$ cat src/common/schc_pkg.sv
// Shared constants, register map and types for the smart card host control block
package schc_pkg;
    // Register byte offsets
    localparam logic [7:0] SCHC_REG_CTRL = 8'h00;
    localparam logic [7:0] SCHC_REG_STATUS = 8'h04;
    localparam logic [7:0] SCHC_REG_DIVTAB = 8'h08;
    // Control register field positions
    localparam int SCHC_CTRL_CMD_POS = 0;
    localparam int SCHC_CTRL_RST_POS = 1;
    localparam int SCHC_CTRL_VSA_POS = 2;
    localparam int SCHC_CTRL_VSB_POS = 3;
    localparam int SCHC_CTRL_DVA_POS = 4;
    localparam int SCHC_CTRL_DVB_POS = 5;
    // Status register field positions
    localparam int SCHC_ST_CARD_PRESENCE_IN_POS = 0;
    localparam int SCHC_ST_ACT_POS = 1;
    localparam int SCHC_ST_OVL_POS = 2;
    localparam int SCHC_ST_UV_POS = 3;
    localparam int SCHC_ST_INT_POS = 4;
    localparam int SCHC_ST_VOLT_POS = 8;
    localparam int SCHC_ST_DIV_POS = 12;
    // Reset values: command inactive (high), divide table 1,2,4,8 by select code
    localparam logic [31:0] SCHC_CTRL_RST = 32'h0000_0001;
    localparam logic [7:0] SCHC_DIVTAB_RST = 8'he4;
    // Debounce time in microseconds and its cycle count at 100 MHz
    localparam int SCHC_CLK_MHZ = 100;
    localparam int SCHC_DEBOUNCE_US = 8000;
    localparam int SCHC_DEBOUNCE_CYC = SCHC_DEBOUNCE_US * SCHC_CLK_MHZ;
    // Sequencer step spacing in cycles
    localparam int SCHC_STEP_CYC = 16;
    // AXI responses
    localparam logic [1:0] SCHC_RESP_OKAY = 2'h0;
    localparam logic [1:0] SCHC_RESP_SLVERR = 2'h2;

    typedef enum logic [1:0] {
        SCHC_V_OFF,
        SCHC_V_1V8,
        SCHC_V_3V,
        SCHC_V_5V
    } schc_volt_t;

    // One two-way pin drive: output, output enable
    typedef struct packed {
        logic o;
        logic oe;
    } schc_pin_drv_t;

    // Card-side contacts driven by the block
    typedef struct packed {
        schc_volt_t supply;
        logic reset;
        logic clock;
    } schc_card_out_t;
endpackage

$ cat src/rtl/schc_clk_div.sv
// Card clock divider: ratio 1, 2, 4 or 8 from the external clock
`timescale 1ns/1ps
module schc_clk_div
    import schc_pkg::*;
#(
    parameter int CNT_W = 3
) (
    // Clock and reset
    input wire logic aclk,
    input wire logic aresetn,
    // Control
    input wire logic en,
    input wire logic [1:0] ratio_log2,
    // Divided clock
    output logic clk_out
);
    logic [CNT_W-1:0] cnt_ff;
    logic [CNT_W-1:0] half;
    logic clk_ff;

    // Toggle period in source cycles; ratio 1 is handled by passing the source clock
    always_comb begin
        half = CNT_W'((1 << ratio_log2) >> 1);
    end

    always_ff @(posedge aclk) begin
        if (!aresetn || !en) begin
            cnt_ff <= '0;
            clk_ff <= 1'b0;
        end else if (cnt_ff + CNT_W'(1) >= half) begin
            cnt_ff <= '0;
            clk_ff <= ~clk_ff;
        end else begin
            cnt_ff <= cnt_ff + CNT_W'(1);
        end
    end

    // Divide by one gates the source clock itself; keeps full rate through a plain AND with the enable, not a glitch-safe gate
    assign clk_out = !en ? 1'b0 : (ratio_log2 == 2'd0) ? (aclk & en) : clk_ff;
endmodule

$ cat src/rtl/schc_top.sv
// Smart card host control: activation sequencer, pin pass-through and AXI4-Lite registers
`timescale 1ns/1ps

// Summary of operation
// - Select a low: 5 V or 3 V; select a high: 1.8 V or 3 V.
// - Activation command is active low; low requests activation, high withdraws it.
// - Activation starts only on a falling command edge with a card present.
// - Interrupt output goes low while a card is present.
// - Interrupt output also goes low on card supply overload.
// - Card reset contact follows the control register reset bit once the sequence is active.
// - All card pins are disabled while host supply is undervoltage.
// - Clock ratio chosen from the two divider select bits together.
// - Data line passes both ways between host pin and card contact.
// - Both auxiliary lines pass both ways between host pin and card contact.
// - Undriven host-side lines rest high-impedance with a weak pull-up.
// - Card clock is derived from the clock input through the divider.
// - Ratios available are divide by one, two, four and eight.
// - Card is treated as present only after about 8 ms debounce.
module schc_top
    import schc_pkg::*;
#(
    parameter int DEBOUNCE_CYC = SCHC_DEBOUNCE_CYC,
    parameter int STEP_CYC = SCHC_STEP_CYC
) (
    // Clock and reset (aclk is the external card clock source)
    input wire logic aclk,
    input wire logic aresetn,
    // AXI4-Lite write address
    input wire logic [7:0] s_axi_awaddr,
    input wire logic s_axi_awvalid,
    output logic s_axi_awready,
    // AXI4-Lite write data
    input wire logic [31:0] s_axi_wdata,
    input wire logic [3:0] s_axi_wstrb,
    input wire logic s_axi_wvalid,
    output logic s_axi_wready,
    // AXI4-Lite write response
    output logic [1:0] s_axi_bresp,
    output logic s_axi_bvalid,
    input wire logic s_axi_bready,
    // AXI4-Lite read address
    input wire logic [7:0] s_axi_araddr,
    input wire logic s_axi_arvalid,
    output logic s_axi_arready,
    // AXI4-Lite read data
    output logic [31:0] s_axi_rdata,
    output logic [1:0] s_axi_rresp,
    output logic s_axi_rvalid,
    input wire logic s_axi_rready,
    // Card detection and supply status pins
    input wire logic card_presence_in_n,
    input wire logic card_presence_in,
    input wire logic supply_overload,
    input wire logic host_undervolt,
    // Interrupt to host
    output logic irq_n,
    // Card supply, reset and clock contacts
    output schc_volt_t card_supply_out,
    output logic card_reset_contact,
    output logic card_clock_contact,
    // Host-side data and auxiliary lines
    input wire logic [2:0] host_line_i,
    output logic [2:0] host_line_o,
    output logic [2:0] host_line_oe,
    // Card-side data and auxiliary contacts
    input wire logic [2:0] card_line_i,
    output logic [2:0] card_line_o,
    output logic [2:0] card_line_oe
);
    typedef enum logic [2:0] {
        SCHC_S_IDLE,
        SCHC_S_PWR,
        SCHC_S_IO,
        SCHC_S_CLK,
        SCHC_S_ACTIVE,
        SCHC_S_DEACT
    } schc_seq_t;

    localparam int DB_W = $clog2(DEBOUNCE_CYC + 1);
    localparam int ST_W = $clog2(STEP_CYC + 1);

    logic [31:0] ctrl_ff;
    logic [7:0] divtab_ff;
    logic [2:0] card_presence_in_a_ff, card_presence_in_b_ff, ovl_ff, uv_ff;
    logic card_presence_in_raw, card_presence_in_ff, ovl, uv;
    logic [DB_W-1:0] db_cnt_ff;
    logic cmd_n, cmd_prev_ff, cmd_fall;
    schc_seq_t state_ff;
    logic [ST_W-1:0] step_ff;
    logic step_done;
    logic fault;
    logic [1:0] div_code, ratio_log2;
    logic clk_en, clk_div;
    schc_volt_t volt_sel;
    logic active_pins;
    logic [2:0] host_oe_ff, card_oe_ff;
    logic aw_ff, w_ff;
    logic [7:0] awaddr_ff;
    logic [31:0] wdata_ff;
    logic [3:0] wstrb_ff;
    logic [31:0] status;

    // Three-stage capture of asynchronous pins; act once stages two and three agree
    always_ff @(posedge aclk) begin
        if (!aresetn) begin
            card_presence_in_a_ff <= 3'h7;
            card_presence_in_b_ff <= 3'h0;
            ovl_ff <= 3'h0;
            uv_ff <= 3'h7;
        end else begin
            card_presence_in_a_ff <= {card_presence_in_a_ff[1:0], card_presence_in_n};
            card_presence_in_b_ff <= {card_presence_in_b_ff[1:0], card_presence_in};
            ovl_ff <= {ovl_ff[1:0], supply_overload};
            uv_ff <= {uv_ff[1:0], host_undervolt};
        end
    end

    always_ff @(posedge aclk) begin
        if (!aresetn) begin
            ovl <= 1'b0;
            uv <= 1'b1;
        end else begin
            if (ovl_ff[2] == ovl_ff[1]) ovl <= ovl_ff[2];
            if (uv_ff[2] == uv_ff[1]) uv <= uv_ff[2];
        end
    end

    // Either presence input can report the card
    assign card_presence_in_raw = (card_presence_in_a_ff[2] == card_presence_in_a_ff[1] && !card_presence_in_a_ff[2]) ||
                      (card_presence_in_b_ff[2] == card_presence_in_b_ff[1] && card_presence_in_b_ff[2]);

    // Insertion must be stable for the debounce time; removal is taken at once
    always_ff @(posedge aclk) begin
        if (!aresetn || !card_presence_in_raw) begin
            db_cnt_ff <= '0;
            card_presence_in_ff <= 1'b0;
        end else if (db_cnt_ff >= DB_W'(DEBOUNCE_CYC - 1)) begin
            card_presence_in_ff <= 1'b1;
        end else begin
            db_cnt_ff <= db_cnt_ff + DB_W'(1);
        end
    end

    // Command sits in a register, so it is same-domain and needs no synchroniser
    assign cmd_n = ctrl_ff[SCHC_CTRL_CMD_POS];
    always_ff @(posedge aclk) begin
        if (!aresetn) begin
            cmd_prev_ff <= 1'b1;
        end else begin
            cmd_prev_ff <= cmd_n;
        end
    end
    assign cmd_fall = cmd_prev_ff && !cmd_n;

    assign fault = ovl || uv || !card_presence_in_ff;
    assign step_done = step_ff >= ST_W'(STEP_CYC - 1);

    // Activation: supply, then I/O, then clock; deactivation drops all of them together in SCHC_S_DEACT
    always_ff @(posedge aclk) begin
        if (!aresetn) begin
            state_ff <= SCHC_S_IDLE;
            step_ff <= '0;
        end else begin
            step_ff <= step_done ? '0 : step_ff + ST_W'(1);
            case (state_ff)
                SCHC_S_IDLE: begin
                    step_ff <= '0;
                    if (cmd_fall && card_presence_in_ff && !ovl && !uv) begin
                        state_ff <= SCHC_S_PWR;
                    end
                end
                SCHC_S_PWR, SCHC_S_IO, SCHC_S_CLK: begin
                    if (fault || cmd_n) begin
                        state_ff <= SCHC_S_DEACT;
                        step_ff <= '0;
                    end else if (step_done) begin
                        state_ff <= schc_seq_t'(state_ff + 3'd1);
                    end
                end
                SCHC_S_ACTIVE: begin
                    if (fault || cmd_n) begin
                        state_ff <= SCHC_S_DEACT;
                        step_ff <= '0;
                    end
                end
                SCHC_S_DEACT: begin
                    if (step_done) state_ff <= SCHC_S_IDLE;
                end
                default: state_ff <= SCHC_S_IDLE;
            endcase
        end
    end

    // Supply voltage from the two select bits
    always_comb begin
        case ({ctrl_ff[SCHC_CTRL_VSA_POS], ctrl_ff[SCHC_CTRL_VSB_POS]})
            2'b00: volt_sel = SCHC_V_3V;
            2'b01: volt_sel = SCHC_V_5V;
            2'b10: volt_sel = SCHC_V_3V;
            2'b11: volt_sel = SCHC_V_1V8;
            default: volt_sel = SCHC_V_3V;
        endcase
    end

    // Mapping of select code to ratio is a software table of 2-bit log2 entries
    assign div_code = {ctrl_ff[SCHC_CTRL_DVB_POS], ctrl_ff[SCHC_CTRL_DVA_POS]};
    assign ratio_log2 = divtab_ff[2*div_code +: 2];

    assign clk_en = (state_ff == SCHC_S_CLK || state_ff == SCHC_S_ACTIVE) && !uv;

    schc_clk_div #(
        .CNT_W(3)
    ) u_div (
        .aclk(aclk),
        .aresetn(aresetn),
        .en(clk_en),
        .ratio_log2(ratio_log2),
        .clk_out(clk_div)
    );

    // Card pins inactive outside the active window and whenever host supply is low
    assign active_pins = (state_ff == SCHC_S_IO || state_ff == SCHC_S_CLK ||
                          state_ff == SCHC_S_ACTIVE) && !uv;

    assign card_supply_out = (state_ff != SCHC_S_IDLE && state_ff != SCHC_S_DEACT && !uv) ?
                             volt_sel : SCHC_V_OFF;
    assign card_reset_contact = (state_ff == SCHC_S_ACTIVE && !uv) ?
                                ctrl_ff[SCHC_CTRL_RST_POS] : 1'b0;
    assign card_clock_contact = clk_div;

    // Open-drain pass-through: the side that pulls low first owns the line until it lets go.
    // Latching the direction stops the two drivers from chasing each other combinationally.
    always_ff @(posedge aclk) begin
        if (!aresetn) begin
            host_oe_ff <= 3'h0;
            card_oe_ff <= 3'h0;
        end else begin
            host_oe_ff <= {3{active_pins}} & ~card_line_i & ~card_oe_ff;
            card_oe_ff <= {3{active_pins}} & ~host_line_i & ~host_oe_ff;
        end
    end

    genvar g;
    generate
        for (g = 0; g < 3; g++) begin : g_line
            assign card_line_o[g] = 1'b0;
            assign card_line_oe[g] = active_pins && card_oe_ff[g];
            assign host_line_o[g] = 1'b0;
            // Released lines float to the weak pull-up outside this logic
            assign host_line_oe[g] = active_pins && host_oe_ff[g];
        end
    endgenerate

    // Interrupt while a card is present or the supply is overloaded
    always_ff @(posedge aclk) begin
        if (!aresetn) begin
            irq_n <= 1'b1;
        end else begin
            irq_n <= !(card_presence_in_ff || ovl);
        end
    end

    assign status = {16'h0000, 2'h0, ratio_log2, 2'h0, volt_sel, 3'h0, !irq_n, uv, ovl,
                     state_ff == SCHC_S_ACTIVE, card_presence_in_ff};

    // AXI4-Lite write: address and data taken in any order, response after both
    assign s_axi_awready = !aw_ff && !s_axi_bvalid;
    assign s_axi_wready = !w_ff && !s_axi_bvalid;
    always_ff @(posedge aclk) begin
        if (!aresetn) begin
            aw_ff <= 1'b0;
            w_ff <= 1'b0;
            awaddr_ff <= 8'h00;
            wdata_ff <= 32'h0000_0000;
            wstrb_ff <= 4'h0;
            s_axi_bvalid <= 1'b0;
            s_axi_bresp <= SCHC_RESP_OKAY;
            ctrl_ff <= SCHC_CTRL_RST;
            divtab_ff <= SCHC_DIVTAB_RST;
        end else begin
            if (s_axi_awvalid && s_axi_awready) begin
                aw_ff <= 1'b1;
                awaddr_ff <= s_axi_awaddr;
            end
            if (s_axi_wvalid && s_axi_wready) begin
                w_ff <= 1'b1;
                wdata_ff <= s_axi_wdata;
                wstrb_ff <= s_axi_wstrb;
            end
            if (aw_ff && w_ff) begin
                aw_ff <= 1'b0;
                w_ff <= 1'b0;
                s_axi_bvalid <= 1'b1;
                s_axi_bresp <= SCHC_RESP_OKAY;
                case (awaddr_ff & 8'hfc)
                    SCHC_REG_CTRL: begin
                        if (wstrb_ff[0]) ctrl_ff[7:0] <= {2'h0, wdata_ff[5:0]};
                    end
                    SCHC_REG_DIVTAB: begin
                        if (wstrb_ff[0]) divtab_ff <= wdata_ff[7:0];
                    end
                    SCHC_REG_STATUS: ;
                    default: s_axi_bresp <= SCHC_RESP_SLVERR;
                endcase
            end
            if (s_axi_bvalid && s_axi_bready) s_axi_bvalid <= 1'b0;
        end
    end

    // AXI4-Lite read: one cycle from address to data
    assign s_axi_arready = !s_axi_rvalid;
    always_ff @(posedge aclk) begin
        if (!aresetn) begin
            s_axi_rvalid <= 1'b0;
            s_axi_rdata <= 32'h0000_0000;
            s_axi_rresp <= SCHC_RESP_OKAY;
        end else if (s_axi_arvalid && s_axi_arready) begin
            s_axi_rvalid <= 1'b1;
            s_axi_rresp <= SCHC_RESP_OKAY;
            case (s_axi_araddr & 8'hfc)
                SCHC_REG_CTRL: s_axi_rdata <= ctrl_ff;
                SCHC_REG_STATUS: s_axi_rdata <= status;
                SCHC_REG_DIVTAB: s_axi_rdata <= {24'h000000, divtab_ff};
                default: begin
                    s_axi_rdata <= 32'h0000_0000;
                    s_axi_rresp <= SCHC_RESP_SLVERR;
                end
            endcase
        end else if (s_axi_rvalid && s_axi_rready) begin
            s_axi_rvalid <= 1'b0;
        end
    end
endmodule

$ cat config.mk
export PLATFORM = sky130hd
export DESIGN_NAME = schc_top
export DESIGN_NICKNAME = d
export VERILOG_FILES = /design/src/common/schc_pkg.sv /design/src/rtl/schc_clk_div.sv /design/src/rtl/schc_top.sv
export SDC_FILE = /design/constraint.sdc
export NUM_CORES = 1
export LEC_CHECK = 0
export ABC_AREA = 1
export BUFFER_PORTS_ARGS = -buffer_cell sky130_fd_sc_hd__buf_2
export CAP_MARGIN = 20
export CORE_MARGIN = 2
export CORE_UTILIZATION = 50
export CTS_CLUSTER_DIAMETER = 100
export DETAILED_ROUTE_END_ITERATION = 6
export HOLD_SLACK_MARGIN = 0.05
export PLACE_DENSITY = 0.79
export SYNTH_ARGS = -nofsm -noshare
export SYNTH_HDL_FRONTEND = slang
export SYNTH_SLANG_ARGS = --single-unit
$ cat constraint.sdc
create_clock -name aclk -period 5.36 [get_ports aclk]
set_input_delay 0.536 -clock aclk [delete_from_list [all_inputs] [get_ports aclk]]
set_output_delay 0.536 -clock aclk [all_outputs]
set_load 0.01 [all_outputs]
Yosys cells after proc, flatten, opt, wreduce, memory -nomap -nowiden
Cells that the tools add are included.
{ "totals": {"inputBits": 69, "output_inout_bits": 58, "wordCells": 155, "regBits": 126} }
{ "classes": {"reduce_logical": 67, "order_cmp": 3, "eq_ne": 21, "addsub": 4, "mux": 19, "n_bitwise": 11, "shift": 2} }
{ "op_table": {"columns": ["operator", "n"], "rows": [
  ["$pmux W14 S3", 1],
  ["$logic_and A1 B1 Y1", 25],
  ["$add A20 B1 Y20 const B", 1],
  ["$ge A20 B20 Y1 const B", 1],
  ["$logic_not A8 Y1", 2],
  ["$mux W3", 5],
  ["$logic_not A1 Y1", 14],
  ["$and A3 B3 Y3", 4],
  ["$eq A6 B1 Y1 const B", 2],
  ["$eq A6 B2 Y1 const B", 2],
  ["$not A3 Y3", 4],
  ["$pmux W3 S4", 1],
  ["$logic_or A1 B1 Y1", 10],
  ["$mux W5", 2],
  ["$pmux W5 S2", 1],
  ["$reduce_or A3 Y1", 3],
  ["$reduce_or A2 Y1", 4],
  ["$shiftx A8 B4 Y2", 1],
  ["$add A3 B1 Y3 const B", 2],
  ["$eq A3 B2 Y1 const B", 2],
  ["$eq A3 B3 Y1 const B", 2],
  ["$mux W2", 3],
  ["$ne A3 B3 Y1 const B", 2],
  ["$pmux W2 S3", 1],
  ["other kinds (20)", 32]
]} }

Longest topological paths before layout
Gate-level depths: netlist of the first run.
{ "logic_depth": {"word_depth": 7, "depth_mapped": 13, "mapped_depth_nobuf": 12} }

Cells and area by module
From an unflattened synthesis of the first run, not the netlist that was laid out.
{ "unflattened": {"hier_cells": 677, "area_unflattened_um2": 4943.5} }
{ "by_module_without_submodules": {"columns": ["module", "area_per_inst_um2", "seq_area_each_um2", "cells_each", "n_inst"], "rows": [
  ["schc_top", 4692.0, 1961.9, 641, 1],
  ["schc_clk_div", 251.5, 80.1, 36, 1]
]} }

==> key figures, run 1 <==
Timing
  • Setup TNS: 0 ns
  • Final setup violating endpoints: 0
  • Clock skew: 0.0132 ns
  • Hold_ws: 0.211 ns
  • Max-slew violation count: 0
  • RSZ-0062 raised after global routing: no
  • Final Hold Viols: 0
  • Slew margin rel.: 50.3%
  • Slew @ Worst Pin: 0.746 ns

Placed design
  • I/O Buffers: 67
  • GPL Wtd Cong: 0.927
  • Post-DP HPWL: 7690 um

Yosys
  • Flops & latches, synth: 102
  • Syn_area_per_cell: 7.29 um2
  • Synth area leader: dfxtp_1
  • Seq/Total Area, Yosys: 41.1%
  • Post-Synthesis Cells: 682
  • Mapped cell area: 4970 um2
  • Synthesis Warnings: 0
  • Synth top area share: 41.1%
  • Distinct cells, synth: 36
  • Ranking of synthesized cells by area: dfxtp_1 (41%), nand2_1 (11%), nor2_1 (6.1%)

Floorplanning
  • Die height: 104 um
  • Initial Util: 51.1%
  • Row count: 36
  • Die ar.: 10,800 um2
  • Core Area: 9730 um2
  • # IOs: 127
  • Die Width: 104 um

Power
  • P per Cell Area: 291 nW/um2
  • Static Leak: 2.45 nW
  • VDD IR max: 180 uV

Drt
  • Vias after detailed routing: 4,281
  • Vias per cell: 4.87
  • Post-DR wirelength/cell: 11.7 um
  • Antenna viol nets, final: 0
  • DRC errors left: 0
  • DRT iter0 DRCs: 211
  • WL final: 10,300 um
  • Drt pass-1 iters: 5

Global route
  • Met2 Use GR: 34.7%
  • Vias in the first global route: 4,025
  • Grt met1 use: 21.9%
  • GR Overflow Total: 0
  • Initial antenna violation count: 0
  • Gr usage total: 19.5%
  • Largest net degree at the start of global routing: 49
  • GRT busiest layer: met2
  • GRT met3 Usage: 4.78%
  • First-pass GRT wire length: 17,300 um

CTS
  • Cts repair resizes: 0
  • Clk slew on worst S/H paths: 0.10 ns
  • CTS Hold Bufs: 0
  • Clk Latency, worst-skew pair: 0.47 ns
  • # Post-CTS Setup Buffers: 0
  • CTS tree: done

Setup path
  • RR Startpoint: ctrl_ff[4]$_SDFFE_PN0P_
  • Startpoint Class: clock port
  • CP arrival: 3.21 ns
  • CP Max Fanout: 2
  • FF-to-FF path depth: 10
  • CP endpoint kind: output port
  • R2R setup slack: 3.26 ns
  • Worst r2r dst: u_div.cnt_ff[2]$_SDFF_PP0_
  • WS Path Type: clk2out
  • CP required: 4.82 ns

Min path
  • Hold endpoint: host_oe_ff[2]$_SDFF_PN0_
  • Worst Hold Class: in2reg
  • Hold depth: 2
  • Worst Hold Launch: card_line_i[2]

Finish
  • Final core utilization: 56.3%
  • Number of fill cells: 911
  • Post-layout nets: 822
  • ANT cells: 0
  • Area Overhead vs Synth: 10.2%
  • Layout cells sized above 1: 18.4%

Status
  • Outcome: completed

Flow run
  • Max-cap violation count: 0
cell families (layout without fill, tap and decap cells):
logic type | after synthesis | count (layout) | synth area share [%]
AND/OR/NAND/NOR | 318 | 318 | 28.5
buffers and inverters | 119 | 156 | 12.0
other | 1 | 28 | 0.0755
flip-flops | 102 | 102 | 41.1
adder cells (fa/ha/maj) | 11 | 11 | 2.77
AO/OA/AOI/OAI | 118 | 118 | 13.3
XOR/XNOR | 13 | 13 | 2.29
synthesized netlist by cell type, drive strengths merged:
cell type	number
nor3	6
and2	1
nand2	165
conb	1
o21ai	47
inv	71
ha	11
o211ai	6
nor4	6
clkbuf	11
or2	11
nand4	9
a21oi	61
nand3b	4
nor3b	1
buf	37
nand3	29
o21a	2
nor2	86
a211oi	2
xnor2	6
xor2	7
dfxtp	102
report_power, final:
| group | internal (W) | switching, W | leakage, nW |
|---|---|---|---|
| registers | 0.000792 | 0.0000285 | 0.830 |
| clock network | 0.000267 | 0.000280 | 0.125 |
| logic | 0.0000770 | 0.000151 | 1.49 |
layout by cell type (no fill, tap or decap), types with 4 or more instances in the layout:
| cell type | instances |
|---|---|
| nor2_1 | 81 |
| a21oi_2 | 12 |
| nor3_1 | 5 |
| nand3_1 | 28 |
| buf_2 | 67 |
| a21oi_1 | 49 |
| dfxtp_1 | 102 |
| o21ai_0 | 47 |
| nor2_2 | 5 |
| or2_2 | 10 |
| inv_1 | 69 |
| nand4_1 | 9 |
| ha_1 | 11 |
| nand2_1 | 144 |
| xor2_1 | 7 |
| nand2_2 | 19 |
| nand3b_1 | 4 |
| xnor2_1 | 6 |
| nor4_1 | 6 |
| o211ai_1 | 6 |
| clkbuf_8 | 12 |
| conb_1 | 28 |
critical path: stages:
cell	delay, ns
clkbuf_8	0.11
clkbuf_8	0.12
nor2_1	0.09
nor2_1	0.06
buf_2	0.14
how the worst max path moves through the flow:
stage / start / end / slack, ns / cells after the start
final: aclk / card_clock_contact / 1.61 / 5
after floorplan: aclk / card_clock_contact / 1.99 / 2
after global routing: aclk / card_clock_contact / 1.60 / 5
after global placement: aclk / card_clock_contact / 1.90 / 3
after detailed placement: aclk / card_clock_contact / 1.89 / 3
after CTS: aclk / card_clock_contact / 1.60 / 5
state kept, by name, summed over array words and instances, names as in the netlist, 3 cells and up:
name	flops
card_presence_in_a_ff	3
card_oe_ff	3
card_presence_in_b_ff	3
u_div.cnt_ff	3
ovl_ff	3
host_oe_ff	3
divtab_ff	8
awaddr_ff	6
uv_ff	3
state_ff	3
wdata_ff	8
step_ff	5
ctrl_ff	6
db_cnt_ff	20
s_axi_rdata	12
per-layer routing:
layer / up-vias / routed length, um
met4: 0 / 177
met3: 17 / 511
met2: 111 / 4960
li1: 2246 / -
met1: 1907 / 4610
met5: - / 0
per-stage QoR:
stage	total power (W)	worst slack, ns	area (um2)	instances
floorplan	0.00102	1.99	5070	709
global placement	0.00105	1.90	5240	861
detailed placement	0.00107	1.89	5240	861
CTS	0.00161	1.60	5480	879
global route	0.00167	1.60	5480	879
finish	0.00159	1.61	5480	879
final cells by class:
cell class / count / area, um2 / area share (%)
Clock buffer: 13 / 170 / 3.11
Clock inverter: 6 / 70.1 / 1.28
Inverter: 71 / 267 / 4.87
Multi-Input combinational cell: 488 / 2430 / 44.4
Sequential cell: 102 / 2040 / 37.3
Tap cell: 133 / 166 / 3.04
Timing Repair Buffer: 66 / 330 / 6.03
Note: power is estimated with default switching activity, not from simulation.
==> inputs of run 2 (changes only) <==
--- a/config.mk
+++ b/config.mk
@@ -5,7 +5,7 @@
 export SDC_FILE = /design/constraint.sdc
 export NUM_CORES = 1
 export LEC_CHECK = 0
-export ABC_AREA = 1
+export ABC_AREA = 0
 export BUFFER_PORTS_ARGS = -buffer_cell sky130_fd_sc_hd__buf_2
 export CAP_MARGIN = 20
 export CORE_MARGIN = 2
@@ -13,7 +13,7 @@
 export CTS_CLUSTER_DIAMETER = 100
 export DETAILED_ROUTE_END_ITERATION = 6
 export HOLD_SLACK_MARGIN = 0.05
-export PLACE_DENSITY = 0.79
+export PLACE_DENSITY = 0.8
 export SYNTH_ARGS = -nofsm -noshare
 export SYNTH_HDL_FRONTEND = slang
 export SYNTH_SLANG_ARGS = --single-unit
==> constraint.sdc (replaced) <==
create_clock -name aclk -period 3.7 [get_ports aclk]
set_input_delay 0.37 -clock aclk [delete_from_list [all_inputs] [get_ports aclk]]
set_output_delay 0.37 -clock aclk [all_outputs]
set_load 0.01 [all_outputs]
==> key figures, run 2 <==
Setup path
  • WP buf/inv: 3 (unchanged)
  • CP endpoint kind: output port
  • Worst r2r dst: u_div.clk_ff$_SDFFE_PP0P_
  • CP required: 3.33 ns (-1.49 ns)
  • RR Startpoint: ctrl_ff[4]$_SDFFE_PN0P_
  • Most common cell on crit path: clkbuf_8
  • CP Max Fanout: 2 (unchanged)
  • FF-to-FF path depth: 8 (-2)
  • Critical-path cell list: clkbuf_8, clkbuf_8, nand2_1, a21boi_0, buf_2
  • R2R setup slack: 1.33 ns (-1.93 ns)
  • CP arrival: 2.43 ns (-0.78 ns)
  • WS Path Type: clk2out
  • Crit-path max cell delay: 0.18 ns (+0.04 ns)
  • CP delay by family, top: buffers and inverters
  • Startpoint Class: clock port
  • Crit path from: aclk
  • Slowest cell on crit path: buf_2

Yosys
  • Mux share of post-synthesis cell area: 7.54% (+7.5 points)
  • Flops & latches, synth: 102 (unchanged)
  • Synth Area in Simple Gates: 22.2% (-6.2 points)
  • Syn_area_per_cell: 9.30 um2 (+28%)
  • EDFF count, synth: 0 (unchanged)
  • Most numerous cell in the Yosys netlist: dfxtp_1
  • Post-synth ARST share: 0% (unchanged)
  • Top post-synthesis cells by count: dfxtp_1 (102), nor2_1 (71), nand2_1 (47)
  • Compound-gate portion of the synthesized area: 11.9% (-1.4 points)
  • Synthesis Warnings: 0 (unchanged)
  • Adder-cell share of the synthesized area: 2.97% (+0.20 points)
  • Largest family of logic cells by synthesized area: simple AND/OR/NAND/NOR gates
  • Distinct cells, synth: 59 (+64%)
  • Post-Synthesis Cells: 498 (-27%)
  • Seq/Total Area, Yosys: 44.1% (+3.0 points)
  • Ys flop type: dfxtp_1
  • XOR/XNOR Fraction of Synth Area: 3.41% (+1.1 points)
  • Synth top area share: 44.1% (+3.0 points)
  • Mapped cell area: 4630 um2 (-6.8%)
  • Ranking of synthesized cells by area: dfxtp_1 (44%), mux2i_1 (5.8%), nor2_1 (5.8%)
  • Synth area leader: dfxtp_1

Drt
  • Vias per cell: 5.35 (+9.9%)
  • Routed wl met2: 4600 um (-7.4%)
  • DRC errors left: 0 (unchanged)
  • Sum of routed wire segments on met1: 4140 um (-10%)
  • WL final: 9460 um (-7.9%)
  • Drt pass-1 iters: 5 (unchanged)
  • Antenna viol nets, final: 0 (unchanged)
  • Vias after detailed routing: 3,634 (-15%)
  • WL met3: 534 um (+4.5%)
  • Post-DR wirelength/cell: 13.9 um (+19%)
  • DRT iter0 DRCs: 230 (+9.0%)
  • Top Layer Used: met4

Finish
  • Commonest cells after routing, fill and taps aside: dfxtp_1 (102), nor2_1 (71), buf_2 (67), nand2_1 (47), conb_1 (28)
  • Area Overhead vs Synth: 11.6%
  • Max reg flops: 20 (unchanged)
  • Biggest register: db_cnt_ff
  • Layout cells sized above 1: 18.5% (+0.12 points)
  • Biggest regs: db_cnt_ff (20), s_axi_rdata (12)
  • Commonest non-fill, non-tap cell in the layout: dfxtp_1
  • Post-layout nets: 644 (-22%)
  • ANT cells: 0 (unchanged)
  • Non-filler instance count after layout: 679 (-23%)

Global route
  • Vias in the first global route: 3,409 (-15%)
  • Gr usage total: 19.6% (+0.092 points)
  • First-pass GRT wire length: 15,700 um (-9.1%)
  • Initial antenna violation count: 0 (unchanged)
  • GR Overflow Total: 0 (unchanged)
  • Largest net degree at the start of global routing: 43 (-12%)

Flow run
  • Max-cap violation count: 0 (unchanged)

Timing
  • Clock skew: 0.00919 ns (-0.00398 ns)
  • Setup TNS: 0 ns (unchanged)
  • Final setup violating endpoints: 0 (unchanged)
  • Final Hold Viols: 0 (unchanged)
  • RSZ-0062 raised after global routing: no
  • Slew @ Worst Pin: 0.904 ns (+0.158 ns)
  • Max-slew violation count: 0 (unchanged)
  • Slew margin rel.: 39.7% (-11 points)

Min path
  • Hold endpoint: card_presence_in_a_ff[0]$_SDFF_PN1_
  • Hold depth: 2 (unchanged)
  • Worst Hold Class: in2reg
  • Worst Hold Launch: card_presence_in_n

Status
  • Outcome: completed

Power
  • P per Cell Area: 410 nW/um2 (+41%)
  • VDD IR max: 266 uV (+48%)
  • Static Leak: 2.10 nW (-14%)

Floorplanning
  • Die Width: 100 um (-3.3%)
  • Core Area: 9110 um2 (-6.4%)
  • Die height: 100 um (-3.3%)
  • Die ar.: 10,000 um2 (-6.6%)
  • # IOs: 127 (unchanged)
  • Initial Util: 50.8% (-0.24 points)
  • Row count: 35 (-2.8%)

Placed design
  • GPL Wtd Cong: 0.822 (-11%)
  • I/O Buffers: 67 (unchanged)
  • Placed insts: 656 (-24%)
  • Post-DP HPWL: 6700 um (-13%)

CTS
  • Cts repair resizes: 0 (unchanged)
  • CTS Hold Bufs: 4 (+4)
  • Clk Latency, worst-skew pair: 0.46 ns (about the same)
  • Clk slew on worst S/H paths: 0.10 ns (about the same)
  • CTS tree: done
  • # Post-CTS Setup Buffers: 0 (unchanged)
[run 2: changes by cell type after synthesis, moves of 12 or more]
cell and change:
a21oi_1 -25, and2_1 +16, inv_1 -59, mux2i_1 +27, nand2_1 -97, nand2_2 -19
nand2b_1 +12, nand3_1 -20, o21ai_0 -39
[run 2: kinds of logic (layout without fill, tap and decap cells)]
group | count (synthesis) | count (layout)
buffers and inverters | 60 | 103
XOR/XNOR | 18 | 18
AND/OR/NAND/NOR | 201 | 201
other | 1 | 28
AO/OA/AOI/OAI | 73 | 73
multiplexers | 32 | 32
adder cells (fa/ha/maj) | 11 | 11
flip-flops | 102 | 102
[run 2: routing by layer]
layer	track usage, %	vias to the layer above
li1	-	1784
met1	24.6	1687
met2	31.9	142
met3	4.11	21
met4	9.59	0
met5	0	-
[run 2: through the flow]
stage               area, um2  setup WS [ns]  total power (W)  utilization [%]  hold slack, ns
floorplan                4730           1.32          0.00137                -           0.386
global placement         4900           1.26          0.00141             53.8           0.397
finish                   5170          0.901          0.00212             56.7          0.0772
detailed placement       4900           1.26          0.00141             53.8           0.400
CTS                      5160          0.861          0.00213             56.6          0.0527
global route             5170          0.841          0.00221             56.7          0.0689
[run 2: area by class of cell]
type	instances	area, um2
Clock inverter	6	48.8
Sequential cell	102	2040
Clock buffer	13	170
Multi-Input combinational cell	363	2330
Timing Repair Buffer	73	395
Inverter	11	41.3
Fill cell	794	3940
Tap cell	111	139
[run 2: where the power goes]
part           switching, W  leakage (nW)  internal (W)
clock              0.000402         0.116      0.000317
combinational      0.000140          1.16     0.0000931
sequential        0.0000315         0.828       0.00113
total              0.000574          2.10       0.00154
[run 2: worst max-delay path by stage]
stage,to,slack [ns],depth (start not counted)
6_report,card_clock_contact,0.90,5
5_1_grt,card_clock_contact,0.84,5
4_1_cts,card_clock_contact,0.86,5
3_5_place_dp,card_clock_contact,1.26,3
3_3_place_gp,card_clock_contact,1.26,3
2_1_floorplan,card_clock_contact,1.32,2
==> inputs of run 3 (changes only) <==
--- a/config.mk
+++ b/config.mk
@@ -9,11 +9,11 @@
 export BUFFER_PORTS_ARGS = -buffer_cell sky130_fd_sc_hd__buf_2
 export CAP_MARGIN = 20
 export CORE_MARGIN = 2
-export CORE_UTILIZATION = 50
+export CORE_UTILIZATION = 47
 export CTS_CLUSTER_DIAMETER = 100
 export DETAILED_ROUTE_END_ITERATION = 6
 export HOLD_SLACK_MARGIN = 0.05
-export PLACE_DENSITY = 0.8
+export PLACE_DENSITY = 0.79
 export SYNTH_ARGS = -nofsm -noshare
 export SYNTH_HDL_FRONTEND = slang
 export SYNTH_SLANG_ARGS = --single-unit
==> constraint.sdc (replaced) <==
create_clock -name aclk -period 2.44 [get_ports aclk]
set_input_delay 0.244 -clock aclk [delete_from_list [all_inputs] [get_ports aclk]]
set_output_delay 0.244 -clock aclk [all_outputs]
set_load 0.01 [all_outputs]
==> key figures, run 3 (synthesis results as in run 2) <==
Setup path
  • FF-to-FF path depth: 8 (unchanged)
  • Startpoint Class: flop
  • R2R setup slack: 0.17 ns (-1.16 ns)
  • CP required: 2.20 ns (-1.13 ns)
  • CP endpoint kind: output port
  • CP arrival: 2.04 ns (-0.39 ns)
  • Crit path from: state_ff[1]$_SDFFE_PN0P_
  • CP Max Fanout: 6 (+4)
  • Worst r2r dst: u_div.cnt_ff[2]$_SDFF_PP0_
  • WS Path Type: reg2out
  • Crit path to: card_supply_out[1]
  • RR Startpoint: ctrl_ff[4]$_SDFFE_PN0P_

Drt
  • Drt pass-1 iters: 4 (-1)
  • Antenna viol nets, final: 0 (unchanged)
  • Post-DR wirelength/cell: 14.2 um (+2.2%)
  • DRT iter0 DRCs: 172 (-25%)
  • Vias per cell: 5.13 (-4.2%)
  • Vias after detailed routing: 3,727 (+2.6%)
  • DRC errors left: 0 (unchanged)
  • WL final: 10,300 um (+9.4%)

Timing
  • Final worst path period need: 2.28 ns
  • Slew @ Worst Pin: 0.665 ns (-0.239 ns)
  • Clock skew: 0.0113 ns (+0.00210 ns)
  • Setup TNS: 0 ns (unchanged)
  • Tcrit/Tclk final: 93.5%
  • Max-slew violation count: 0 (unchanged)
  • Final Hold Viols: 0 (unchanged)
  • Final setup violating endpoints: 0 (unchanged)
  • Slew margin rel.: 55.7% (+16 points)
  • Fin worst setup slack: 0.159 ns (-0.742 ns)
  • Fmax: 438 MHz

Floorplanning
  • Die Width: 103 um (+3.0%)
  • # IOs: 127 (unchanged)
  • Core Area: 9680 um2 (+6.3%)
  • Die height: 103 um (+3.0%)
  • Initial Util: 47.8% (-3.0 points)
  • Row count: 36 (+2.9%)
  • Die ar.: 10,700 um2 (+6.1%)

Finish
  • Area Overhead vs Synth: 18.2%
  • Max reg flops: 20 (unchanged)
  • ANT cells: 0 (unchanged)
  • Biggest regs: db_cnt_ff (20), s_axi_rdata (12)
  • Finished Cell Area: 5470 um2 (+6.0%)
  • Post-layout nets: 670 (+4.0%)
  • Commonest cells after routing, fill and taps aside: dfxtp_1 (101), nor2_1 (71), buf_2 (67), nand2_1 (46)
  • Commonest non-fill, non-tap cell in the layout: dfxtp_1
  • Non-filler instance count after layout: 727 (+7.1%)
  • Layout cells sized above 1: 19.2% (+0.71 points)
  • Biggest register: db_cnt_ff

Global route
  • GR Overflow Total: 0 (unchanged)
  • Largest net degree at the start of global routing: 29 (-33%)
  • First-pass GRT wire length: 17,300 um (+9.7%)
  • Vias in the first global route: 3,632 (+6.5%)
  • Gr usage total: 20.8% (+1.2 points)
  • Initial antenna violation count: 0 (unchanged)

Power
  • Clock network power share: 33.8% (-0.2 points)
  • Sequential power share: 53.8% (-1.2 points)
  • Post-layout power: 0.00328 W (+55%)
  • Combinational group share of total power: 12.4% (+1.4 points)
  • Psw: 0.000892 W (+56%)
  • Cell-internal power: 0.00239 W (+55%)
  • Static Leak: 2.21 nW (+5.3%)
  • P per Cell Area: 600 nW/um2 (+46%)
  • VDD IR max: 435 uV (+64%)
  • Net Sw Frac: 27.2% (+0.066 points)

Placed design
  • I/O Buffers: 67 (unchanged)
  • Pre-CTS WS: 0.155 ns (-1.10 ns)
  • Post-DP HPWL: 6970 um (+4.0%)
  • Placed insts: 681 (+3.8%)
  • GPL Wtd Cong: 0.840 (+2.2%)
  • Cell Area, Placed: 4950 um2 (+1.0%)

Min path
  • Worst Hold Class: in2reg

CTS
  • CTS tree: done
  • Clk slew on worst S/H paths: 0.09 ns (about the same)
  • # Post-CTS Setup Buffers: 0 (unchanged)
  • Clk Latency, worst-skew pair: 0.47 ns (about the same)

Flow run
  • Max-cap violation count: 0 (unchanged)

Status
  • Outcome: completed
[run 3: changes by cell type in the layout (fill, tap and decap cells not counted), sizes merged]
cell	previous run	this run
clkbuf	12	14
buf	69	72
clkinvlp	2	3
dlygate4sd3	5	28
clkinv	4	1
[run 3: worst min path at each step]
stage	from	endpoint	depth (start not counted)
2_1_floorplan	host_line_i[0]	card_oe_ff[0]$_SDFF_PN0_	1
3_3_place_gp	card_presence_in_a_ff[0]$_SDFF_PN1_	card_presence_in_a_ff[1]$_SDFF_PN1_	1
3_5_place_dp	card_presence_in_a_ff[0]$_SDFF_PN1_	card_presence_in_a_ff[1]$_SDFF_PN1_	1
4_1_cts	aresetn	ctrl_ff[0]$_SDFFE_PN1P_	2
5_1_grt	aresetn	ctrl_ff[0]$_SDFFE_PN1P_	2
6_report	aresetn	ctrl_ff[0]$_SDFFE_PN1P_	2
[run 3: area by class of cell]
cell class	count	area, um2
clock inverter	4	31.3
multi-input combinational	363	2360
tap	133	166
fill	819	4210
timing repair buffer	99	648
sequential	102	2040
clock buffer	15	188
inverter	11	41.3
[run 3: power groups by stage]
stage,registers (W),logic [W],clock network (W)
after floorplan,0.00179,0.000287,0.00000559
after global placement,0.00180,0.000331,0.00000561
after detailed placement,0.00180,0.000350,0.00000561
after CTS,0.00176,0.000388,0.00113
after global routing,0.00178,0.000450,0.00120
final,0.00177,0.000406,0.00111
[run 3: repair_timing]
item,4_1_cts,5_1_grt
hold endpoints to repair,27,0
hold buffers,28,0
endpoints found under the setup margin,2,13
gates resized for setup,2,6
[run 3: metrics by stage]
| step | utilization (%) | hold WS [ns] |
|---|---|---|
| 5_1_grt | 56.5 | 0.196 |
| 3_5_place_dp | 51.1 | 0.400 |
| 3_3_place_gp | 51.1 | 0.388 |
| 6_report | 56.5 | 0.201 |
| 4_1_cts | 56.3 | 0.177 |
| 2_1_floorplan | - | 0.323 |
[run 3: worst max-delay path: stages (launching register included)]
cell     delay (ns)
dfxtp_1        0.46
inv_1          0.10
ha_1           0.27
nor2b_1        0.21
nor4b_2        0.34
buf_2          0.19
[run 3: routing by layer]
layer	GRT usage (%)	up-vias	share of wire, %
li1	-	1832	-
met1	24.6	1792	42
met2	36.3	88	53
met3	4.91	15	3.7
met4	8.30	0	1.6
met5	0	-	0
